## config.mk

```make
export PLATFORM = sky130hd
export DESIGN_NAME = adcctl_top
export DESIGN_NICKNAME = d
export VERILOG_FILES = /design/src/hw/adcctl_pkg.sv /design/src/hw/adcctl_tick.sv /design/src/hw/adcctl_top.sv
export SDC_FILE = /design/constraint.sdc
export NUM_CORES = 1
export LEC_CHECK = 0
export BUFFER_PORTS_ARGS = -buffer_cell sky130_fd_sc_hd__buf_2
export CAP_MARGIN = 5
export CORE_MARGIN = 2
export CORE_UTILIZATION = 45
export DETAILED_ROUTE_END_ITERATION = 8
export GPL_TIMING_DRIVEN = 0
export PLACE_DENSITY = 0.78
export SETUP_SLACK_MARGIN = 0.1
export SLEW_MARGIN = 20
export SYNTH_ARGS = -nofsm -noshare
export SYNTH_HDL_FRONTEND = slang
export SYNTH_SLANG_ARGS = --single-unit
```

## constraint.sdc

```tcl
create_clock -name ref_clk -period 3.9 [get_ports ref_clk]
set_input_delay 0.585 -clock ref_clk [delete_from_list [all_inputs] [get_ports ref_clk]]
set_output_delay 0.585 -clock ref_clk [all_outputs]
set_load 0.02 [all_outputs]
```

## src/hw/adcctl_pkg.sv

```systemverilog
// Package for the converter channel and timing control block.
// Assumes a single 25 MHz clock domain and a 32-bit Avalon-MM register bus.
package adcctl_pkg;

  // ----------------------------------------------------------------
  // Register map (byte addresses, one aligned word each)
  // ----------------------------------------------------------------
  localparam logic [3:0] ADDR_CTRL0 = 4'h0;
  localparam logic [3:0] ADDR_CTRL1 = 4'h4;
  localparam logic [3:0] ADDR_CTRL2 = 4'h8;
  localparam logic [3:0] ADDR_RES_HI = 4'hC;
  localparam logic [3:0] ADDR_RES_LO = 4'h0; // Low byte lives at word 4 (see ADDR_HI_BANK)
  localparam logic ADDR_HI_BANK = 1'b1; // Address bit 4 selects result low byte
  localparam logic [7:0] CTRL_RESET = 8'h00;
  localparam logic [7:0] CTRL0_WMASK = 8'h3F;
  localparam logic [7:0] CTRL1_WMASK = 8'h3F;
  localparam logic [7:0] CTRL2_WMASK = 8'hBF;

  // ----------------------------------------------------------------
  // Field positions
  // ----------------------------------------------------------------
  localparam int ENABLE_BIT = 0;
  localparam int BUSY_BIT = 1;
  localparam int CHAN_LSB = 2;
  localparam int NEGREF_BIT = 5;
  localparam int POSREF_BIT = 4;
  localparam int JUSTIFY_BIT = 7;
  localparam int ACQ_LSB = 3;

  // ----------------------------------------------------------------
  // Converter figures
  // ----------------------------------------------------------------
  localparam int NUM_INPUTS = 12;
  localparam int RESULT_BITS = 10;
  localparam logic [3:0] CONV_PERIODS = 4'hB; // Periods per conversion
  localparam logic [3:0] LAST_CHANNEL = 4'hB;
  localparam logic [3:0] ALL_ANALOG_MAX = 4'h3;
  localparam logic [2:0] CLK_RC_A = 3'h7;
  localparam logic [2:0] CLK_RC_B = 3'h3;
  localparam logic [6:0] RC_HALF_DIV = 7'h04; // Half period of internal RC clock in ref_clk
  localparam logic [6:0] INSTR_CYCLE_CLKS = 7'h04; // One instruction cycle in ref_clk
  localparam logic [4:0] ACQ_DECODE [8] = '{5'h00, 5'h02, 5'h04, 5'h06,
                                            5'h08, 5'h0C, 5'h10, 5'h14};
  localparam logic [6:0] DIV_DECODE [8] = '{7'h02, 7'h08, 7'h20, 7'h00,
                                            7'h04, 7'h10, 7'h40, 7'h00};

  typedef enum logic [1:0] {ADC_IDLE, ADC_WAIT, ADC_ACQ, ADC_CONV} adcctl_state_t;

  // Conversion request toward the analog side
  typedef struct packed {
    logic [3:0] channel;
    logic neg_ref_ext;
    logic pos_ref_ext;
  } adcctl_sel_t;

endpackage : adcctl_pkg

```

## src/hw/adcctl_tick.sv

```systemverilog
// Conversion clock period tick generator.
// Assumes ref_clk as oscillator; a full period is twice the half count.
`timescale 1ns/1ps
module adcctl_tick
  import adcctl_pkg::*;
(
  // Clock and reset
  input wire logic ref_clk,
  input wire logic rst,
  // Control
  input wire logic run,
  input wire logic [6:0] period,
  // Tick out
  output logic tick
);

  logic [6:0] cnt_reg;

  // Count ref_clk cycles, pulse once per period
  always_ff @(posedge ref_clk or posedge rst) begin
    if (rst) begin
      cnt_reg <= 7'h00;
      tick <= 1'b0;
    end else if (!run) begin
      cnt_reg <= 7'h00;
      tick <= 1'b0;
    end else if (cnt_reg >= period - 7'h01) begin
      cnt_reg <= 7'h00;
      tick <= 1'b1;
    end else begin
      cnt_reg <= cnt_reg + 7'h01;
      tick <= 1'b0;
    end
  end

endmodule : adcctl_tick

```

## src/hw/adcctl_top.sv

```systemverilog
// Control logic of a 10-bit successive-approximation converter with 12 inputs.
// Assumes an Avalon-MM master on ref_clk and an analog array that returns the
// result bits when asked; comparator data are sampled through two flip-flops.
// ----------------------------------------------------------------
// Summary of operation
// - Twelve selectable inputs, ten-bit result per conversion.
// - Five registers: result high, result low, three control registers.
// - Control zero bits 5..2 pick input 0..11 by binary code.
// - Codes 12..15 select no input; conversion measures a floating node.
// - Control zero bit 1 reads 1 while converting, 0 when idle.
// - Control zero bit 0 enables the converter.
// - Unimplemented bits 7..6 of controls zero, one, bit 6 of two read zero.
// - Control one bit 5: negative reference external input two or ground.
// - Control one bit 4: positive reference external input three or supply.
// - Port codes 0..3 all analog, code 15 all digital.
// - Control two bit 7: 1 right justified, 0 left justified.
// - Bits 5..3 set acquisition of 0..20 conversion clock periods.
// - Bits 2..0 select RC clock or oscillator divided 2..64.
// - RC clock source adds one instruction cycle before clock starts.
// - On completion store result, clear busy, set done flag.
// - Each conversion takes eleven conversion clock periods.
// - Non-zero acquisition samples first then converts; zero converts at once.
// - Reset clears control registers and aborts any conversion.
// ----------------------------------------------------------------
//
// The register offsets and the Avalon-MM interface to the registers were decided locally.
`timescale 1ns/1ps
module adcctl_top
  import adcctl_pkg::*;
#(
  parameter int N_INPUTS = NUM_INPUTS,
  parameter int RES_W = RESULT_BITS
) (
  // Clock and reset
  input wire logic ref_clk,
  input wire logic rst,
  // Avalon-MM slave
  input wire logic [4:0] avs_address,
  input wire logic avs_read,
  input wire logic avs_write,
  input wire logic [31:0] avs_writedata,
  input wire logic [3:0] avs_byteenable,
  output logic [31:0] avs_readdata,
  output logic avs_waitrequest,
  // Analog side
  output adcctl_sel_t analog_sel,
  output logic [N_INPUTS-1:0] pin_is_analog,
  output logic sample_on,
  output logic conv_clk_tick,
  input wire logic [RES_W-1:0] comparator_result,
  // Event
  output logic conversion_done_flag
);

  // ----------------------------------------------------------------
  // Registers and state
  // ----------------------------------------------------------------
  logic [7:0] converter_control_zero;
  logic [7:0] converter_reference_port_config;
  logic [7:0] converter_timing_format;
  logic [7:0] result_high_byte;
  logic [7:0] result_low_byte;
  logic busy_reg;
  adcctl_state_t state_reg;
  logic [6:0] wait_reg;
  logic [4:0] acq_cnt_reg;
  logic [3:0] conv_cnt_reg;
  logic [RES_W-1:0] cmp_meta_reg;
  logic [RES_W-1:0] cmp_sync_reg;
  logic tick;
  logic tick_run;
  logic [6:0] tick_period;
  logic go_write;
  logic conv_end;
  logic [15:0] result_pair;

  // Decoded fields
  logic [2:0] clk_sel;
  logic [2:0] acq_sel;
  logic use_rc;
  assign clk_sel = converter_timing_format[2:0];
  assign acq_sel = converter_timing_format[ACQ_LSB +: 3];
  assign use_rc = (clk_sel == CLK_RC_A) || (clk_sel == CLK_RC_B);

  // Start request: an accepted write to control zero that sets both the
  // start and enable bits while the sequencer is idle. Enable may be set
  // by the same write, so the sequencer must not use the old enable here.
  assign go_write = avs_write && !avs_waitrequest && !avs_address[4]
                    && (avs_address[3:0] == ADDR_CTRL0)
                    && avs_byteenable[0] && avs_writedata[BUSY_BIT]
                    && avs_writedata[ENABLE_BIT] && (state_reg == ADC_IDLE);
  assign conv_end = (state_reg == ADC_CONV) && tick && (conv_cnt_reg == CONV_PERIODS - 4'h1);

  // ----------------------------------------------------------------
  // Conversion clock generator
  // ----------------------------------------------------------------
  assign tick_run = (state_reg == ADC_ACQ) || (state_reg == ADC_CONV);
  // The divider restarts whenever it stops, so the first period after a
  // start is always a full one.
  // RC source modelled as fixed divider from ref_clk
  assign tick_period = use_rc ? (RC_HALF_DIV << 1) : DIV_DECODE[clk_sel];

  adcctl_tick u_tick (
    .ref_clk(ref_clk),
    .rst(rst),
    .run(tick_run),
    .period(tick_period),
    .tick(tick)
  );

  // ----------------------------------------------------------------
  // Comparator synchroniser
  // ----------------------------------------------------------------
  always_ff @(posedge ref_clk or posedge rst) begin
    if (rst) begin
      cmp_meta_reg <= '0;
      cmp_sync_reg <= '0;
    end else begin
      cmp_meta_reg <= comparator_result;
      cmp_sync_reg <= cmp_meta_reg;
    end
  end

  // ----------------------------------------------------------------
  // Control register writes
  // ----------------------------------------------------------------
  // Writes land at the answer edge, where waitrequest is low; bits with no
  // storage are masked so that they read back as zero.
  always_ff @(posedge ref_clk or posedge rst) begin
    if (rst) begin
      converter_control_zero <= CTRL_RESET;
      converter_reference_port_config <= CTRL_RESET;
      converter_timing_format <= CTRL_RESET;
    end else if (avs_write && !avs_waitrequest && !avs_address[4] && avs_byteenable[0]) begin
      unique case (avs_address[3:0])
        ADDR_CTRL0: converter_control_zero <= avs_writedata[7:0] & CTRL0_WMASK;
        ADDR_CTRL1: converter_reference_port_config <= avs_writedata[7:0] & CTRL1_WMASK;
        ADDR_CTRL2: converter_timing_format <= avs_writedata[7:0] & CTRL2_WMASK;
        default: ;
      endcase
    end
  end

  // ----------------------------------------------------------------
  // Conversion sequencer
  // ----------------------------------------------------------------
  // Start waits (one instruction cycle when the RC source is chosen), then
  // acquires for the programmed periods and converts for eleven. Clearing
  // enable drops back to idle at once, which aborts a conversion.
  always_ff @(posedge ref_clk or posedge rst) begin
    if (rst) begin
      state_reg <= ADC_IDLE;
      busy_reg <= 1'b0;
      wait_reg <= 7'h00;
      acq_cnt_reg <= 5'h00;
      conv_cnt_reg <= 4'h0;
    end else if (!converter_control_zero[ENABLE_BIT] && !go_write) begin
      state_reg <= ADC_IDLE;
      busy_reg <= 1'b0;
    end else begin
      unique case (state_reg)
        ADC_IDLE: begin
          if (go_write) begin
            busy_reg <= 1'b1;
            wait_reg <= use_rc ? INSTR_CYCLE_CLKS : 7'h00;
            acq_cnt_reg <= ACQ_DECODE[acq_sel];
            conv_cnt_reg <= 4'h0;
            state_reg <= ADC_WAIT;
          end
        end
        ADC_WAIT: begin
          if (wait_reg != 7'h00) begin
            wait_reg <= wait_reg - 7'h01;
          end else begin
            state_reg <= (acq_cnt_reg == 5'h00) ? ADC_CONV : ADC_ACQ;
          end
        end
        ADC_ACQ: begin
          if (tick) begin
            acq_cnt_reg <= acq_cnt_reg - 5'h01;
            if (acq_cnt_reg == 5'h01) begin
              state_reg <= ADC_CONV;
            end
          end
        end
        ADC_CONV: begin
          if (tick) begin
            conv_cnt_reg <= conv_cnt_reg + 4'h1;
            if (conv_end) begin
              busy_reg <= 1'b0;
              state_reg <= ADC_IDLE;
            end
          end
        end
      endcase
    end
  end

  // ----------------------------------------------------------------
  // Result store and justification
  // ----------------------------------------------------------------
  always_comb begin
    if (converter_timing_format[JUSTIFY_BIT]) begin
      result_pair = {{(16-RES_W){1'b0}}, cmp_sync_reg};
    end else begin
      result_pair = {cmp_sync_reg, {(16-RES_W){1'b0}}};
    end
  end

  // Result bytes hold their value across reset, as on power-up, and are
  // written only by a conversion that is still enabled at its end
  always_ff @(posedge ref_clk) begin
    if (conv_end && converter_control_zero[ENABLE_BIT]) begin
      result_high_byte <= result_pair[15:8];
      result_low_byte <= result_pair[7:0];
    end
  end

  // Done flag pulses one cycle per completed conversion
  // Gated by enable so that a disable on the last tick reports nothing
  always_ff @(posedge ref_clk or posedge rst) begin
    if (rst) begin
      conversion_done_flag <= 1'b0;
    end else begin
      conversion_done_flag <= conv_end && converter_control_zero[ENABLE_BIT];
    end
  end

  // ----------------------------------------------------------------
  // Analog side outputs
  // ----------------------------------------------------------------
  always_ff @(posedge ref_clk or posedge rst) begin
    if (rst) begin
      analog_sel <= '0;
      sample_on <= 1'b0;
      conv_clk_tick <= 1'b0;
    end else begin
      // Codes above the last channel drive a floating node (no pin)
      analog_sel.channel <= converter_control_zero[CHAN_LSB +: 4];
      analog_sel.neg_ref_ext <= converter_reference_port_config[NEGREF_BIT];
      analog_sel.pos_ref_ext <= converter_reference_port_config[POSREF_BIT];
      sample_on <= converter_control_zero[ENABLE_BIT] && (state_reg != ADC_CONV);
      conv_clk_tick <= tick && (state_reg == ADC_CONV);
    end
  end

  // Pin analog map: pin i analog while code <= 3 or pin index below 15-code
  genvar gi;
  generate
    for (gi = 0; gi < N_INPUTS; gi++) begin : g_pin
      always_ff @(posedge ref_clk or posedge rst) begin
        if (rst) begin
          pin_is_analog[gi] <= 1'b1;
        end else begin
          pin_is_analog[gi] <= (converter_reference_port_config[3:0] <= ALL_ANALOG_MAX)
            || (gi < (15 - int'(converter_reference_port_config[3:0])));
        end
      end
    end
  endgenerate

  // ----------------------------------------------------------------
  // Bus answer
  // ----------------------------------------------------------------
  // Every transfer, read or write, waits exactly one cycle: waitrequest
  // idles high, drops for the cycle after a request is first seen and
  // rises again at the edge that completes the transfer. This keeps the
  // answer in a flip-flop; a master must not assume zero-wait writes.
  always_ff @(posedge ref_clk or posedge rst) begin
    if (rst) begin
      avs_waitrequest <= 1'b1;
    end else begin
      avs_waitrequest <= !(avs_waitrequest && (avs_read || avs_write));
    end
  end

  // ----------------------------------------------------------------
  // Bus read path
  // ----------------------------------------------------------------
  // Read data are loaded in the wait cycle, so they stand at the edge
  // where waitrequest is low and hold until the next read.
  always_ff @(posedge ref_clk or posedge rst) begin
    if (rst) begin
      avs_readdata <= 32'h0000_0000;
    end else if (avs_read && avs_waitrequest) begin
      if (avs_address[4] == ADDR_HI_BANK) begin
        // Upper bank holds only the result low byte
        avs_readdata <= (avs_address[3:0] == ADDR_RES_LO) ? {24'h000000, result_low_byte}
                                                        : 32'h0000_0000;
      end else begin
        // Busy reads live, so a finished conversion shows idle at once
        unique case (avs_address[3:0])
          ADDR_CTRL0: avs_readdata <= {24'h000000, converter_control_zero[7:2],
                                       busy_reg, converter_control_zero[0]};
          ADDR_CTRL1: avs_readdata <= {24'h000000, converter_reference_port_config};
          ADDR_CTRL2: avs_readdata <= {24'h000000, converter_timing_format};
          ADDR_RES_HI: avs_readdata <= {24'h000000, result_high_byte};
          default: avs_readdata <= 32'h0000_0000;
        endcase
      end
    end
  end

endmodule : adcctl_top

```

Word-level counts from Yosys, hierarchy flattened:

Memory sizes are Yosys's and may differ from the RTL's.
Index checks and enable logic that the tools add are counted.
W data, S select, Z words.

* word-level logic and storage cells: 172
* register bits: 136
* input bits: 55
* memories kept: 2
* output and inout bits: 54
* memory bits (read-only): 96

Memory list
* (no name shown): words 8, width 7, rd ports 1, clocked after memory_dff 0, wr ports 0, RTL line adcctl_top.sv:101 `assign tick_period = use_rc ? (RC_HALF_DIV << 1) : DIV_DECODE[clk_sel];`
* (no name shown): words 8, width 5, rd ports 1, clocked after memory_dff 0, wr ports 0, RTL line adcctl_top.sv:166 `acq_cnt_reg <= ACQ_DECODE[acq_sel];`

* multiplexer cells: 37
* reduce and logical (&&, ||, !) cells: 51
* eq/ne operators: 21
* order comparisons: 16
* add/subtract/negate cells: 6
* bitwise gates (word level): 3

Operators with widths (number)
* $mux W7: 7
* $mux W32: 1
* $pmux W8 S4: 1
* $lt A4 B5 Y1 const A: 4
* $lt A5 B5 Y1 const A: 4
* $mux W5: 4
* $reduce_and A4 Y1: 4
* $logic_and A1 B1 Y1: 15
* $logic_or A1 B1 Y1: 15
* $mux W2: 7
* $pmux W7 S2: 1
* $sub A7 B1 Y7 const B: 2
* $eq A4 B4 Y1 const B: 3
* $lt A3 B5 Y1 const A: 2
* $mux W10: 1
* $pmux W5 S2: 1
* $ge A4 B4 Y1 const B: 2
* $mux W4: 2
* $mux W8: 1
* $not A3 Y4: 2
* $pmux W2 S4: 1
* $pmux W4 S2: 1
* $add A7 B1 Y7 const B: 1
* $ge A7 B7 Y1: 1
* other kinds (30): 51

Depth between registers and ports, before layout:

Gate-level depths: netlist of the first run.

* depth after elaboration: 12
* depth in mapped cells: 9
* gate-level depth less buffers: 7

By module:

From an unflattened synthesis of the first run, not the netlist that was laid out.

* cell total of the unflattened synthesis: 445
* area, all modules: 5282.6 um2

By module, submodules not included
* adcctl_top: area an instance 4688.2 um2, instances 1, cells an instance 383, sequential area each 2673.8 um2
* adcctl_tick: area an instance 594.3 um2, instances 1, cells an instance 62, sequential area each 200.2 um2

Worst setup path before layout of the first run:

No wires, ideal clock.

* kind: register to register
* start point: register state_reg[0]
* end point: register result_high_byte[0] (enable)
* library setup time: 0.390 ns
* cell stages (with the launch flop): 5
* buffers on the path: 1
* clock period less this slack: 2.042 ns
* data arrival time: 1.652 ns
* data required time: 3.510 ns
* setup slack: 1.858 ns
* cells stage by stage: dfrtp_1 ha_1 clkbuf_1 nand2_1 nor2_1

* longest elaborated chain between the ends: 4

RTL lines
* start: declaration: RTL line adcctl_top.sv:64 `adcctl_state_t state_reg;`
* start signal: assignment: RTL line adcctl_top.sv:175 `state_reg <= (acq_cnt_reg == 5'h00) ? ADC_CONV : ADC_ACQ;`
* $eq A2 B2 Y1: RTL line adcctl_top.sv:92 `assign conv_end = (state_reg == ADC_CONV) && tick && (conv_cnt_reg == CONV_PERIODS - 4'h1);`
* $logic_and A1 B1 Y1 (2 in a row): RTL line adcctl_top.sv:92
* $logic_and A1 B1 Y1: RTL line adcctl_top.sv:213 `if (conv_end && converter_control_zero[ENABLE_BIT]) begin`
* end signal: assignment: RTL line adcctl_top.sv:214 `result_high_byte <= result_pair[15:8];`
* end: declaration: RTL line adcctl_top.sv:61 `logic [7:0] result_high_byte;`

Every way passes these cells.
A chain may end at the register's enable or synchronous reset.

Final worst setup path of the first run:

* start point: register converter_timing_format[1]
* end point: register u_tick.cnt_reg[6]

* longest elaborated chain between the ends: 9
* elaborated cells on any way between the ends: 12
* those cells by class: add/sub (1); order compare (1); eq/ne (2); mux (5); bitwise (1); reduce/logical (1); memory (1)

RTL lines
* start: declaration: RTL line adcctl_top.sv:60 `logic [7:0] converter_timing_format;`
* start signal: assignment: RTL line adcctl_top.sv:138 `ADDR_CTRL2: converter_timing_format <= avs_writedata[7:0] & CTRL2_WMASK;`
* $not A3 Y4 (implied by the code): RTL line adcctl_top.sv:101
* $mem_v2 Z8 W7
* $mux W7 (implied by the code) (2 in a row): RTL line adcctl_top.sv:101
* $mux W7 *: RTL line adcctl_top.sv:101
* $sub A7 B1 Y7 *: RTL line adcctl_tick.sv:27 `end else if (cnt_reg >= period - 7'h01) begin`
* $ge A7 B7 Y1 *: RTL line adcctl_tick.sv:27
* $mux W7 *: RTL line adcctl_tick.sv:27
* $mux W7 *: RTL line adcctl_tick.sv:24 `end else if (!run) begin`
* end signal: assignment: RTL line adcctl_tick.sv:31 `cnt_reg <= cnt_reg + 7'h01;`
* end: declaration: RTL line adcctl_tick.sv:17 `logic [6:0] cnt_reg;`

Every way passes the cells marked *; elsewhere a longest branch is shown, timed or not. The select of a mux whose other input is x is not followed.

==> impl_results.md, run 1 <==
- CP bufs+invs: 0
- Worst-case headroom to the max-slew limit: 46.68%
- Post-synthesis xor/xnor area fraction: 1.202%
- Maximum clock path buffer count: 2
- Synthesis warning total: 0
- Met1 Track Usage GR: 23.29%
- Number of buffers inserted for hold repair after clock tree synthesis: 0
- Adder and majority gate portion of the synthesized area: 4.172%
- Crit path DAT: 2.73 ns
- Routed WL per cell: 15.47 um
- Sequential share of power: 51.9%
- Horizontal die dimension: 110.4 um
- Number of cell rows: 38
- Area taken by flip-flops and latches: 2874 um2
- Total routed wirelength: 10290 um
- Kind of capture point of the worst setup path: flip-flop
- Antenna cell count: 0
- Cell taking the most area after synthesis: sky130_fd_sc_hd__dfrtp_1
- Global-route wire length before repair: 17370 um
- Share of the synthesized area in the top cell type: 40.25%
- Synth cell count leaders: sky130_fd_sc_hd__dfrtp_1, sky130_fd_sc_hd__nor2_1, sky130_fd_sc_hd__buf_4, sky130_fd_sc_hd__nand2_1, sky130_fd_sc_hd__mux2_2
- Buffer type at the clock tree root: sky130_fd_sc_hd__clkbuf_16
- Final nets: 592
- Outcome: finished, final reports clean
- Post-CTS setup-driven buffer insertion count: 0
- Lkg Pwr: 0.002727 uW
- Cells resized by post-CTS repair: 0
- GR Layer Usage met3: 2.689%
- Antenna Violating Nets Remaining: 0
- Number of clock sinks seen by CTS: 111
- CP Launch Type: flip-flop
- Reported net switching power: 671.4 uW
- Clock-pin slew of the registers on the worst-case setup and hold paths: 0.08 ns
- Total internal power: 1810 uW
- Layout area overhead: 17.01%
- RSZ-0062 raised after global routing: false
- Worst IR Drop VDD: 203.7 uV
- I/O pin count: 109
- Unique masters post-synth: 63
- Count of final max-slew check failures: 0
- Ys flop type: sky130_fd_sc_hd__dfrtp_1
- Total overflow reported by the global router: 0
- Crit-path leading delay family: compound AO/OA/AOI/OAI gates
- Met2 usage: 28.75%
- Number of max-cap violations: 0
- Fmax: 404.1 MHz
- Total via count in the routed design: 3484
- Share of the clock period used by the worst path after layout: 63.45%
- Effective utilization at floorplan: 46.62%
- Synth Register Bits: 111
- Area of combinational cells with multiple inputs: 2007 um2
- Maximum single-stage delay on the critical path: 0.52 ns
- Most instantiated library cell after synthesis: sky130_fd_sc_hd__dfrtp_1
- Vertical die dimension: 110.4 um
- Final hold viol count: 0
- Combinational group share of total power: 11.2%
- Mean Syn Cell Area: 11.88 um2
- Fin crit period: 2.474 ns
- Final setup vio count: 0
- Critical Setup Path Class: flip-flop to flip-flop
- CP max-delay cell: sky130_fd_sc_hd__a2111oi_0
- Worst Tran Pin Value: 0.7990 ns
- Path type of the worst min-delay path: input port to asynchronous set/reset pin
- Drt initial violations: 282
- Cells along the critical path: nor3_1 -> ha_1 -> a21o_1 -> a21o_1 -> a2111oi_0 -> o21bai_1 -> nor3_1
- Post-synthesis share of cell area spent on and, or, nand and nor gates: 13.94%
- Worst Path Required: 4.16 ns
- EDFF count, synth: 16
- Overall fraction of global-route tracks in use: 17.45%
- Drt drc: 0
- Antenna violations before repair: 0
- Number of iterations in the first detailed-routing pass: 5
- Die Area: 12200 um2
- Number of fill cells: 915
- GRT busiest layer: met2
- Worst Path Max Fanout: 8
- Setup TNS: 0 ns
- Average vias per placed instance: 5.239
- Cell types occupying the most area after synthesis: sky130_fd_sc_hd__dfrtp_1, sky130_fd_sc_hd__edfxtp_1, sky130_fd_sc_hd__dfstp_2
- Clk Latency, worst-skew pair: 0.35 ns
- Fraction of synthesized area in multiplexers: 8.319%
- Via count of the first global-routing pass: 3439
- Combinational family with the most area after synthesis: simple AND/OR/NAND/NOR gates
- Power density over the cells: 415.9 nW/um2
- Final setup slack of the worst path: 1.426 ns
- Largest clock skew in the final design: 0.01067 ns
- Area of the mapped netlist: 5099 um2
- CORE AREA: 10940 um2
- Clock tree from TritonCTS: done
- Area fraction in compound gates after synthesis: 9.840%
- # port buffers: 56
- Number of flip-flops under the largest register name: 12
- Sequential share of the synthesized area: 56.37%
- Net switching fraction of the power: 27.06%
- Final HPWL DP: 7564 um
- Worst slack, placed: 1.446 ns
- Share of flip-flops with an asynchronous set or reset: 85.59%
- Portion of total power attributed to the clock network: 36.9%
- Fraction of final layout cells with drive strength greater than 1: 28.57%
- Routability-driven placement congestion ratio: 0.8796
- Number of H-tree branching levels: 3
- TritonCTS Buffers: 9
- Post-Syn Instances: 429
- Maximum number of pins on one net before global-route repair: 52
## layout by cell type, fill, tap and decap left out, drive strengths merged, types with 3 or more instances in the layout
master and instances:
a22o 4, clkinv 4, ha 17, o21a 4
nand4b 3, conb 25, dfrtp 82, mux2 23
buf 85, inv 20, a21oi 9, nand4 6
and2 12, nor2 36, xnor2 3, nand3 9
mux2i 3, nand2 25, a221oi 6, nor4 4
o21ai 19, a31oi 3, edfxtp 16, mux4 6
xor2 4, or3 3, dfstp 13, clkbuf 21
nor2b 11, o22ai 4, nor3 10, o211ai 3
## cell type report
type	count	share of cell area (%)
Multi-Input combinational cell	284	33.64
Timing Repair Buffer	57	5.034
Clock inverter	7	1.258
Tap cell	140	2.936
Sequential cell	111	48.18
Clock buffer	9	3.775
Inverter	17	1.112
Buffer	40	4.069
## worst paths after layout
check,from,endpoint,slack (ns),depth (start not counted)
worst min-delay path,rst,cmp_meta_reg[9],0.32,2
worst min register to register,cmp_meta_reg[9],cmp_sync_reg[9],0.35,0
worst max register to register,converter_timing_format[1],u_tick.cnt_reg[6],1.43,7
min in group ref_clk,comparator_result[9],cmp_meta_reg[9],0.33,1
max in group asynchronous,rst,pin_is_analog[3],2.87,3
worst max-delay path,converter_timing_format[1],u_tick.cnt_reg[6],1.43,7
## layer usage
metal | vias to the layer above | part of all wire (%) | wire [um]
li1 | 1672 | - | -
met1 | 1672 | 44 | 4527
met2 | 122 | 49 | 5001
met3 | 18 | 5.0 | 515
met4 | 0 | 2.3 | 241
met5 | - | 0 | 0
## through the flow
step           power (uW)  instance area (um2)  hold WS (ns)  cells  utilization, %
4_1_cts              2491                 5966        0.3262    665           54.55
3_3_place_gp         1576                 5640        0.3358    648           51.58
6_report             2481                 5966        0.3167    665           54.55
3_5_place_dp         1588                 5665        0.3347    649           51.81
5_1_grt              2576                 5966        0.3200    665           54.55
2_1_floorplan        1493                 5185        0.3312    452               -
## worst reg2reg max path, cell delays in order (launching register included)
cell	delay [ns]
sky130_fd_sc_hd__dfrtp_1	0.47
sky130_fd_sc_hd__nor3_1	0.24
sky130_fd_sc_hd__ha_1	0.26
sky130_fd_sc_hd__a21o_1	0.15
sky130_fd_sc_hd__a21o_1	0.17
sky130_fd_sc_hd__a2111oi_0	0.52
sky130_fd_sc_hd__o21bai_1	0.30
sky130_fd_sc_hd__nor3_1	0.28
## power groups by stage
stage	sequential (uW)	combinational, uW	clock, uW
after floorplan	1340	154	0
after global placement	1310	269	0
after detailed placement	1310	279	0
after CTS	1290	280	924
after global routing	1300	305	975
final	1290	278	916
## logic make-up (layout without fill, tap and decap cells)
family / count (synthesis) / count (layout)
AOI/OAI and AO/OA: 72 / 72
xor gates and xnor gates: 7 / 7
adders and majority gates: 17 / 17
buffers and inverters: 57 / 130
DFF: 111 / 111
muxes: 32 / 32
other: 2 / 25
and+or+nand+nor: 131 / 131
Note: power is estimated with default switching activity, not from simulation.
==> run 2: changes to the inputs <==
--- a/config.mk
+++ b/config.mk
@@ -5,13 +5,14 @@
 export SDC_FILE = /design/constraint.sdc
 export NUM_CORES = 1
 export LEC_CHECK = 0
+export ABC_AREA = 1
 export BUFFER_PORTS_ARGS = -buffer_cell sky130_fd_sc_hd__buf_2
 export CAP_MARGIN = 5
 export CORE_MARGIN = 2
 export CORE_UTILIZATION = 45
 export DETAILED_ROUTE_END_ITERATION = 8
 export GPL_TIMING_DRIVEN = 0
-export PLACE_DENSITY = 0.78
+export PLACE_DENSITY = 0.81
 export SETUP_SLACK_MARGIN = 0.1
 export SLEW_MARGIN = 20
 export SYNTH_ARGS = -nofsm -noshare
==> constraint.sdc (replaced) <==
create_clock -name ref_clk -period 2.2 [get_ports ref_clk]
set_input_delay 0.33 -clock ref_clk [delete_from_list [all_inputs] [get_ports ref_clk]]
set_output_delay 0.33 -clock ref_clk [all_outputs]
set_load 0.02 [all_outputs]
==> impl_results.md, run 2 <==
- Outcome: finished, final reports clean
- Number of clock sinks seen by CTS: 111 (unchanged)
- Via count of the first global-routing pass: 3407 (-0.93%)
- Worst Path Required: 2.23 ns (-1.93 ns)
- Area of the mapped netlist: 5014 um2 (-1.7%)
- Global-route wire length before repair: 15370 um (-11%)
- RSZ-0062 raised after global routing: false
- Ys flop type: sky130_fd_sc_hd__dfrtp_1
- Power density over the cells: 939.7 nW/um2 (+130%)
- Lkg Pwr: 0.002866 uW (+5.1%)
- Number of max-cap violations: 0 (unchanged)
- Capture point of the worst reg-to-reg path: result_high_byte[5]
- Worst slack, placed: 0.07614 ns (-1.370 ns)
- EDFF count, synth: 16 (unchanged)
- Drt initial violations: 215 (-24%)
- Drt drc: 0 (unchanged)
- CP Launch Type: flip-flop
- Clock-pin slew of the registers on the worst-case setup and hold paths: 0.12 ns (+0.04 ns)
- Cell taking the most area after synthesis: sky130_fd_sc_hd__dfrtp_1
- Share of the synthesized area in the top cell type: 40.93% (+0.68 points)
- Total overflow reported by the global router: 0 (unchanged)
- Most instantiated library cell after synthesis: sky130_fd_sc_hd__nand2_1
- Path type of the worst min-delay path: input port to flip-flop
- Mean Syn Cell Area: 9.679 um2 (-19%)
- Count of final max-slew check failures: 0 (unchanged)
- PnR Total Power: 5482 uW (+120%)
- Synthesis warning total: 0 (unchanged)
- Routed WL per cell: 12.60 um (-19%)
- Average vias per placed instance: 4.820 (-8.0%)
- Total routed wirelength: 9539 um (-7.3%)
- Fmax: 532.2 MHz (+32%)
- Worst Min Path Start: comparator_result[1]
- Crit path DAT: 1.91 ns (-0.82 ns)
- Cell types occupying the most area after synthesis: sky130_fd_sc_hd__dfrtp_1, sky130_fd_sc_hd__edfxtp_1, sky130_fd_sc_hd__nand2_1
- Critical Setup Path Class: flip-flop to flip-flop
- Startpoint of the lowest-slack register-to-register path: state_reg[0]
- Total via count in the routed design: 3649 (+4.7%)
- TritonCTS Buffers: 9 (unchanged)
- Synth cell count leaders: sky130_fd_sc_hd__nand2_1, sky130_fd_sc_hd__dfrtp_1, sky130_fd_sc_hd__inv_1
- Final nets: 683 (+15%)
- Number of H-tree branching levels: 3 (unchanged)
- Layout area overhead: 16.37%
- Worst Tran Pin Value: 0.5619 ns (-0.2371 ns)
- Final setup vio count: 0 (unchanged)
- Number of flip-flops under the largest register name: 12 (unchanged)
- Post-Syn Instances: 518 (+21%)
- Share of the clock period used by the worst path after layout: 85.41% (+22 points)
- Clk Latency, worst-skew pair: 0.38 ns (+0.03 ns)
- Endpoint of the worst hold-timing path: cmp_meta_reg[1]
- Antenna violations before repair: 1 (+1)
- Final HPWL DP: 7291 um (-3.6%)
- Fraction of final layout cells with drive strength greater than 1: 21.43% (-7.1 points)
- Sequential share of the synthesized area: 57.32% (+0.96 points)
- Maximum clock path buffer count: 2 (unchanged)
- Worst R2R Path Depth: 5 (-2)
- Vertical die dimension: 109.6 um (-0.81%)
- Routability-driven placement congestion ratio: 0.9436 (+7.3%)
- # port buffers: 56 (unchanged)
- Clock tree from TritonCTS: done
- Commonest cells after routing, fill and taps aside: sky130_fd_sc_hd__nand2_1, sky130_fd_sc_hd__dfrtp_1, sky130_fd_sc_hd__buf_2, sky130_fd_sc_hd__inv_1, sky130_fd_sc_hd__nor2_1
- Kind of capture point of the worst setup path: flip-flop
- I/O pin count: 109 (unchanged)
- Antenna Violating Nets Remaining: 0 (unchanged)
- Leading cell type in the layout, fill and taps excluded: sky130_fd_sc_hd__nand2_1
- Worst Path Max Fanout: 17 (+9)
- Largest clock skew in the final design: 0.01567 ns (+0.004994 ns)
- Worst IR Drop VDD: 524.0 uV (+160%)
- Die Area: 12000 um2 (-1.6%)
- Number of iterations in the first detailed-routing pass: 4 (-1)
- Number of cell rows: 38 (unchanged)
- Placement Cell Area: 5602 um2 (-1.1%)
- Depth of the worst hold-timing path: 1
- Worst-case headroom to the max-slew limit: 62.46% (+16 points)
- Effective utilization at floorplan: 46.25% (-0.38 points)
- Final std cell area, no fill: 5834 um2 (-2.2%)
- Fraction of the core area covered by cells at the end of the flow: 53.82% (-0.73 points)
- Share of flip-flops with an asynchronous set or reset: 85.59% (unchanged)
- Overall fraction of global-route tracks in use: 16.31% (-1.1 points)
- Final setup slack of the worst path: 0.3211 ns (-1.105 ns)
- Buffer type at the clock tree root: sky130_fd_sc_hd__clkbuf_8
- Final hold viol count: 0 (unchanged)
- CORE AREA: 10840 um2 (-0.87%)
- Unique masters post-synth: 41 (-35%)
- Horizontal die dimension: 109.6 um (-0.81%)
- Maximum number of pins on one net before global-route repair: 38 (-27%)
- Synth Register Bits: 111 (unchanged)
- Reg2Reg Setup Slack: 0.32 ns (-1.10 ns)
- Fin crit period: 1.879 ns (-0.5955 ns)
run 2: changes by cell type after synthesis, moves of 6 or more:
cell	before	now
sky130_fd_sc_hd__mux2_2	23	0
sky130_fd_sc_hd__o21ai_0	17	27
sky130_fd_sc_hd__mux4_2	6	0
sky130_fd_sc_hd__nand2_1	24	114
sky130_fd_sc_hd__nand3_1	9	18
sky130_fd_sc_hd__a221oi_1	6	0
sky130_fd_sc_hd__nor3_1	9	0
sky130_fd_sc_hd__o21ai_1	2	9
sky130_fd_sc_hd__a21oi_1	9	31
sky130_fd_sc_hd__nor2b_1	11	0
sky130_fd_sc_hd__clkbuf_1	12	3
sky130_fd_sc_hd__inv_1	17	53
sky130_fd_sc_hd__nor2_1	36	52
sky130_fd_sc_hd__and2_1	12	1
run 2: worst max path at each step:
| stage | start | end | slack, ns | cells past startpoint |
|---|---|---|---|---|
| finish | state_reg[0] | result_high_byte[5] | 0.32 | 5 |
| global placement | state_reg[0] | result_low_byte[0] | -0.23 | 5 |
| global route | state_reg[0] | result_high_byte[2] | 0.16 | 5 |
| CTS | state_reg[0] | result_high_byte[2] | 0.29 | 5 |
| floorplan | state_reg[0] | result_high_byte[0] | 0.15 | 5 |
| detailed placement | state_reg[0] | result_low_byte[7] | 0.08 | 5 |
run 2: logic make-up after synthesis:
| kind of cell | after synthesis | share of synthesized area [%] |
|---|---|---|
| buf+inv | 85 | 8.435 |
| simple gates | 212 | 19.12 |
| flops | 111 | 57.32 |
| fa+ha+maj | 17 | 4.242 |
| xor+xnor | 13 | 2.271 |
| other cells | 2 | 0.1498 |
| compound gates | 78 | 8.460 |
run 2: layout make-up:
cell class                 count  area, um2
tap                          140      175.2
multi-input combinational    345       1810
sequential                   111       2874
timing repair buffer          59      330.3
antenna                        1      2.502
clock buffer                   9      123.9
buffer                        29      207.7
inverter                      56      219.0
clock inverter                 7      91.34
fill                         934       5006
run 2: per-layer routing:
layer | global-route usage [%] | share of wire [%] | up-vias
li1 | - | - | 1809
met5 | 0 | 0 | -
met1 | 21.13 | 42 | 1724
met4 | 5.335 | 1.7 | 0
met2 | 27.47 | 51 | 100
met3 | 3.260 | 4.8 | 16
run 2: metrics by stage:
stage | cells | setup TNS [ns] | hold WS [ns]
2_1_floorplan | 541 | 0 | 0.3312
3_5_place_dp | 739 | 0 | 0.3355
4_1_cts | 756 | 0 | 0.02820
5_1_grt | 757 | 0 | 0.02434
6_report | 757 | 0 | 0.04251
3_3_place_gp | 737 | -3.739 | 0.3342
run 2: timing repair:
action | 4_1_cts | 5_1_grt
hold endpoints to repair | 5 | 0
buffers inserted | 0 | 0
resized for setup | 1 | 0
hold buffers | 1 | 0
endpoints found under the setup margin | 16 | 0
run 2: worst max-delay path, stage by stage (launching register included):
cell	delay (ns)
sky130_fd_sc_hd__dfrtp_1	0.44
sky130_fd_sc_hd__ha_1	0.28
sky130_fd_sc_hd__nand2_1	0.07
sky130_fd_sc_hd__inv_1	0.13
sky130_fd_sc_hd__nand4_1	0.18
sky130_fd_sc_hd__nor2_4	0.43
run 2: where the power goes:
part           total (uW)  switching (uW)  internal (uW)  leakage (uW)
sequential           2540             202           2340       0.00133
clock                1260             793            468      0.000106
combinational        1680            1070            605       0.00143
==> run 3: changes to the inputs <==
--- a/config.mk
+++ b/config.mk
@@ -6,7 +6,7 @@
 export NUM_CORES = 1
 export LEC_CHECK = 0
 export ABC_AREA = 1
-export BUFFER_PORTS_ARGS = -buffer_cell sky130_fd_sc_hd__buf_2
+export BUFFER_PORTS_ARGS = -buffer_cell sky130_fd_sc_hd__clkbuf_2
 export CAP_MARGIN = 5
 export CORE_MARGIN = 2
 export CORE_UTILIZATION = 45
@@ -18,3 +18,4 @@
 export SYNTH_ARGS = -nofsm -noshare
 export SYNTH_HDL_FRONTEND = slang
 export SYNTH_SLANG_ARGS = --single-unit
+export TNS_END_PERCENT = 20
==> impl_results.md, run 3 (synthesis results as in run 2) <==
- Outcome: finished, final reports clean
- Final HPWL DP: 7126 um (-2.3%)
- TritonCTS Buffers: 9 (unchanged)
- Clk Latency, worst-skew pair: 0.39 ns (about the same)
- Share of the clock period used by the worst path after layout: 84.90% (-0.51 points)
- Final hold viol count: 0 (unchanged)
- Combinational group share of total power: 30.7% (about the same)
- Effective utilization at floorplan: 46.25% (unchanged)
- Net switching fraction of the power: 38.11% (+0.41 points)
- Area of combinational cells with multiple inputs: 1810 um2 (unchanged)
- Critical Setup Path Class: flip-flop to flip-flop
- Final nets: 682 (-0.15%)
- # port buffers: 56 (unchanged)
- Clock tree from TritonCTS: done
- Fmax: 535.4 MHz (+0.60%)
- Path type of the worst min-delay path: input port to asynchronous set/reset pin
- Worst Path Max Fanout: 17 (unchanged)
- Drt initial violations: 186 (-13%)
- Number of clock sinks seen by CTS: 111 (unchanged)
- Portion of total power attributed to the clock network: 23.1% (about the same)
- Final setup slack of the worst path: 0.3322 ns (+0.01114 ns)
- CP Launch Type: flip-flop
- Overall fraction of global-route tracks in use: 16.84% (+0.53 points)
- Leading cell type in the layout, fill and taps excluded: sky130_fd_sc_hd__nand2_1
- Power density over the cells: 947.8 nW/um2 (+0.87%)
- CORE AREA: 10840 um2 (unchanged)
- Total overflow reported by the global router: 0 (unchanged)
- Worst Path Required: 2.25 ns (+0.02 ns)
- Reg2Reg Setup Slack: 0.33 ns (about the same)
- Finished Layout Cells: 755 (-0.26%)
- Number of flip-flops under the largest register name: 12 (unchanged)
- Routed WL per cell: 12.55 um (-0.39%)
- Maximum clock path buffer count: 2 (unchanged)
- Die Area: 12000 um2 (unchanged)
- Worst Tran Pin Value: 0.7079 ns (+0.1460 ns)
- Placement Cell Area: 5602 um2 (unchanged)
- Horizontal die dimension: 109.6 um (unchanged)
- Post-CTS setup-driven buffer insertion count: 0 (unchanged)
- Vertical die dimension: 109.6 um (unchanged)
- Antenna Violating Nets Remaining: 0 (unchanged)
- Number of iterations in the first detailed-routing pass: 5 (+1)
- Capture point of the worst reg-to-reg path: result_high_byte[0]
- Sequential share of power: 46.2% (-0.2 points)
- Crit path DAT: 1.91 ns (about the same)
- Total via count in the routed design: 3676 (+0.74%)
- Number of fill cells: 929 (-0.54%)
- Clock-pin slew of the registers on the worst-case setup and hold paths: 0.13 ns (about the same)
- Worst slack, placed: 0.09756 ns (+0.02141 ns)
- Startpoint of the lowest-slack register-to-register path: state_reg[0]
- Number of H-tree branching levels: 3 (unchanged)
- Drt drc: 0 (unchanged)
- Lkg Pwr: 0.002879 uW (+0.43%)
- PnR Total Power: 5518 uW (+0.65%)
- Via count of the first global-routing pass: 3428 (+0.62%)
- Final std cell area, no fill: 5822 um2 (-0.21%)
- Fraction of the core area covered by cells at the end of the flow: 53.71% (-0.12 points)
- Number of cell rows: 38 (unchanged)
- Fin crit period: 1.868 ns (-0.01114 ns)
- Worst R2R Path Depth: 5 (unchanged)
- Average vias per placed instance: 4.869 (+1.0%)
- Antenna cell count: 0 (-1)
- Global-route wire length before repair: 15680 um (+2.0%)
- Maximum number of pins on one net before global-route repair: 37 (-2.6%)
- Cells resized by post-CTS repair: 1 (unchanged)
- Number of max-cap violations: 0 (unchanged)
- Number of buffers inserted for hold repair after clock tree synthesis: 0 (-1)
- Total routed wirelength: 9477 um (-0.65%)
- Buffer type at the clock tree root: sky130_fd_sc_hd__clkbuf_8
- Worst-case headroom to the max-slew limit: 52.71% (-9.8 points)
- Reported net switching power: 2103 uW (+1.8%)
- Total internal power: 3415 uW (about the same)
- Worst IR Drop VDD: 474.7 uV (-9.4%)
- Routability-driven placement congestion ratio: 0.9305 (-1.4%)
- Largest clock skew in the final design: 0.02034 ns (+0.004678 ns)
- Layout area overhead: 16.12%
- Count of final max-slew check failures: 0 (unchanged)
- Commonest cells after routing, fill and taps aside: sky130_fd_sc_hd__nand2_1, sky130_fd_sc_hd__dfrtp_1, sky130_fd_sc_hd__clkbuf_2, sky130_fd_sc_hd__inv_1, sky130_fd_sc_hd__nor2_1
- RSZ-0062 raised after global routing: false
- I/O pin count: 109 (unchanged)
- Final setup vio count: 0 (unchanged)
- Antenna violations before repair: 0 (-1)
- Fraction of final layout cells with drive strength greater than 1: 21.46% (+0.035 points)
- DP Cell Count: 739 (unchanged)
- Area taken by flip-flops and latches: 2874 um2 (unchanged)
- Kind of capture point of the worst setup path: flip-flop
## run 3: cell types whose count changed in the layout (fill, tap and decap cells not counted), sizes merged
cell and delta:
clkbuf +56, dlygate4sd3 -1, diode -1, buf -56
## run 3: routing by layer
metal | track usage, % | share of wire [%]
met2 | 26.94 | 49
met3 | 4.209 | 5.8
met4 | 5.515 | 2.2
met5 | 0 | 0
met1 | 22.54 | 43
## run 3: power by group through the flow
stage	combinational, uW	clock, uW	sequential (uW)
2_1_floorplan	1230	0	2610
3_3_place_gp	1570	0	2570
3_5_place_dp	1670	0	2590
4_1_cts	1680	1290	2550
5_1_grt	1920	1380	2580
6_report	1690	1270	2550
## run 3: through the flow
stage,TNS (ns),hold slack (ns)
floorplan,0,0.3312
CTS,0,0.03103
finish,0,0.03071
global route,0,0.01318
global placement,-3.897,0.3345
detailed placement,0,0.3347
## run 3: worst max-delay path, stage by stage, from the launching register on
cell and delay (ns):
sky130_fd_sc_hd__dfrtp_1 0.46, sky130_fd_sc_hd__ha_1 0.29, sky130_fd_sc_hd__nand2_1 0.08, sky130_fd_sc_hd__inv_1 0.13, sky130_fd_sc_hd__nand4_1 0.18, sky130_fd_sc_hd__nor2_4 0.41
## run 3: how the worst max path moves through the flow
stage	slack, ns	from	end
after global placement	-0.24	state_reg[0]	result_low_byte[0]
after global routing	0.16	state_reg[0]	acq_cnt_reg[0]
after CTS	0.30	state_reg[0]	result_high_byte[0]
final	0.33	state_reg[0]	result_high_byte[0]
after floorplan	0.15	state_reg[0]	result_high_byte[0]
after detailed placement	0.1	state_reg[0]	result_low_byte[7]
## run 3: layout make-up
| class | instances | area share [%] |
|---|---|---|
| clock inverters | 7 | 1.569 |
| flip-flops and latches | 111 | 49.37 |
| multi-input cells | 345 | 31.10 |
| repair buffers | 58 | 5.502 |
| plain buffers | 29 | 3.568 |
| inverters | 56 | 3.761 |
| clock buffers | 9 | 2.128 |
| well taps | 140 | 3.009 |
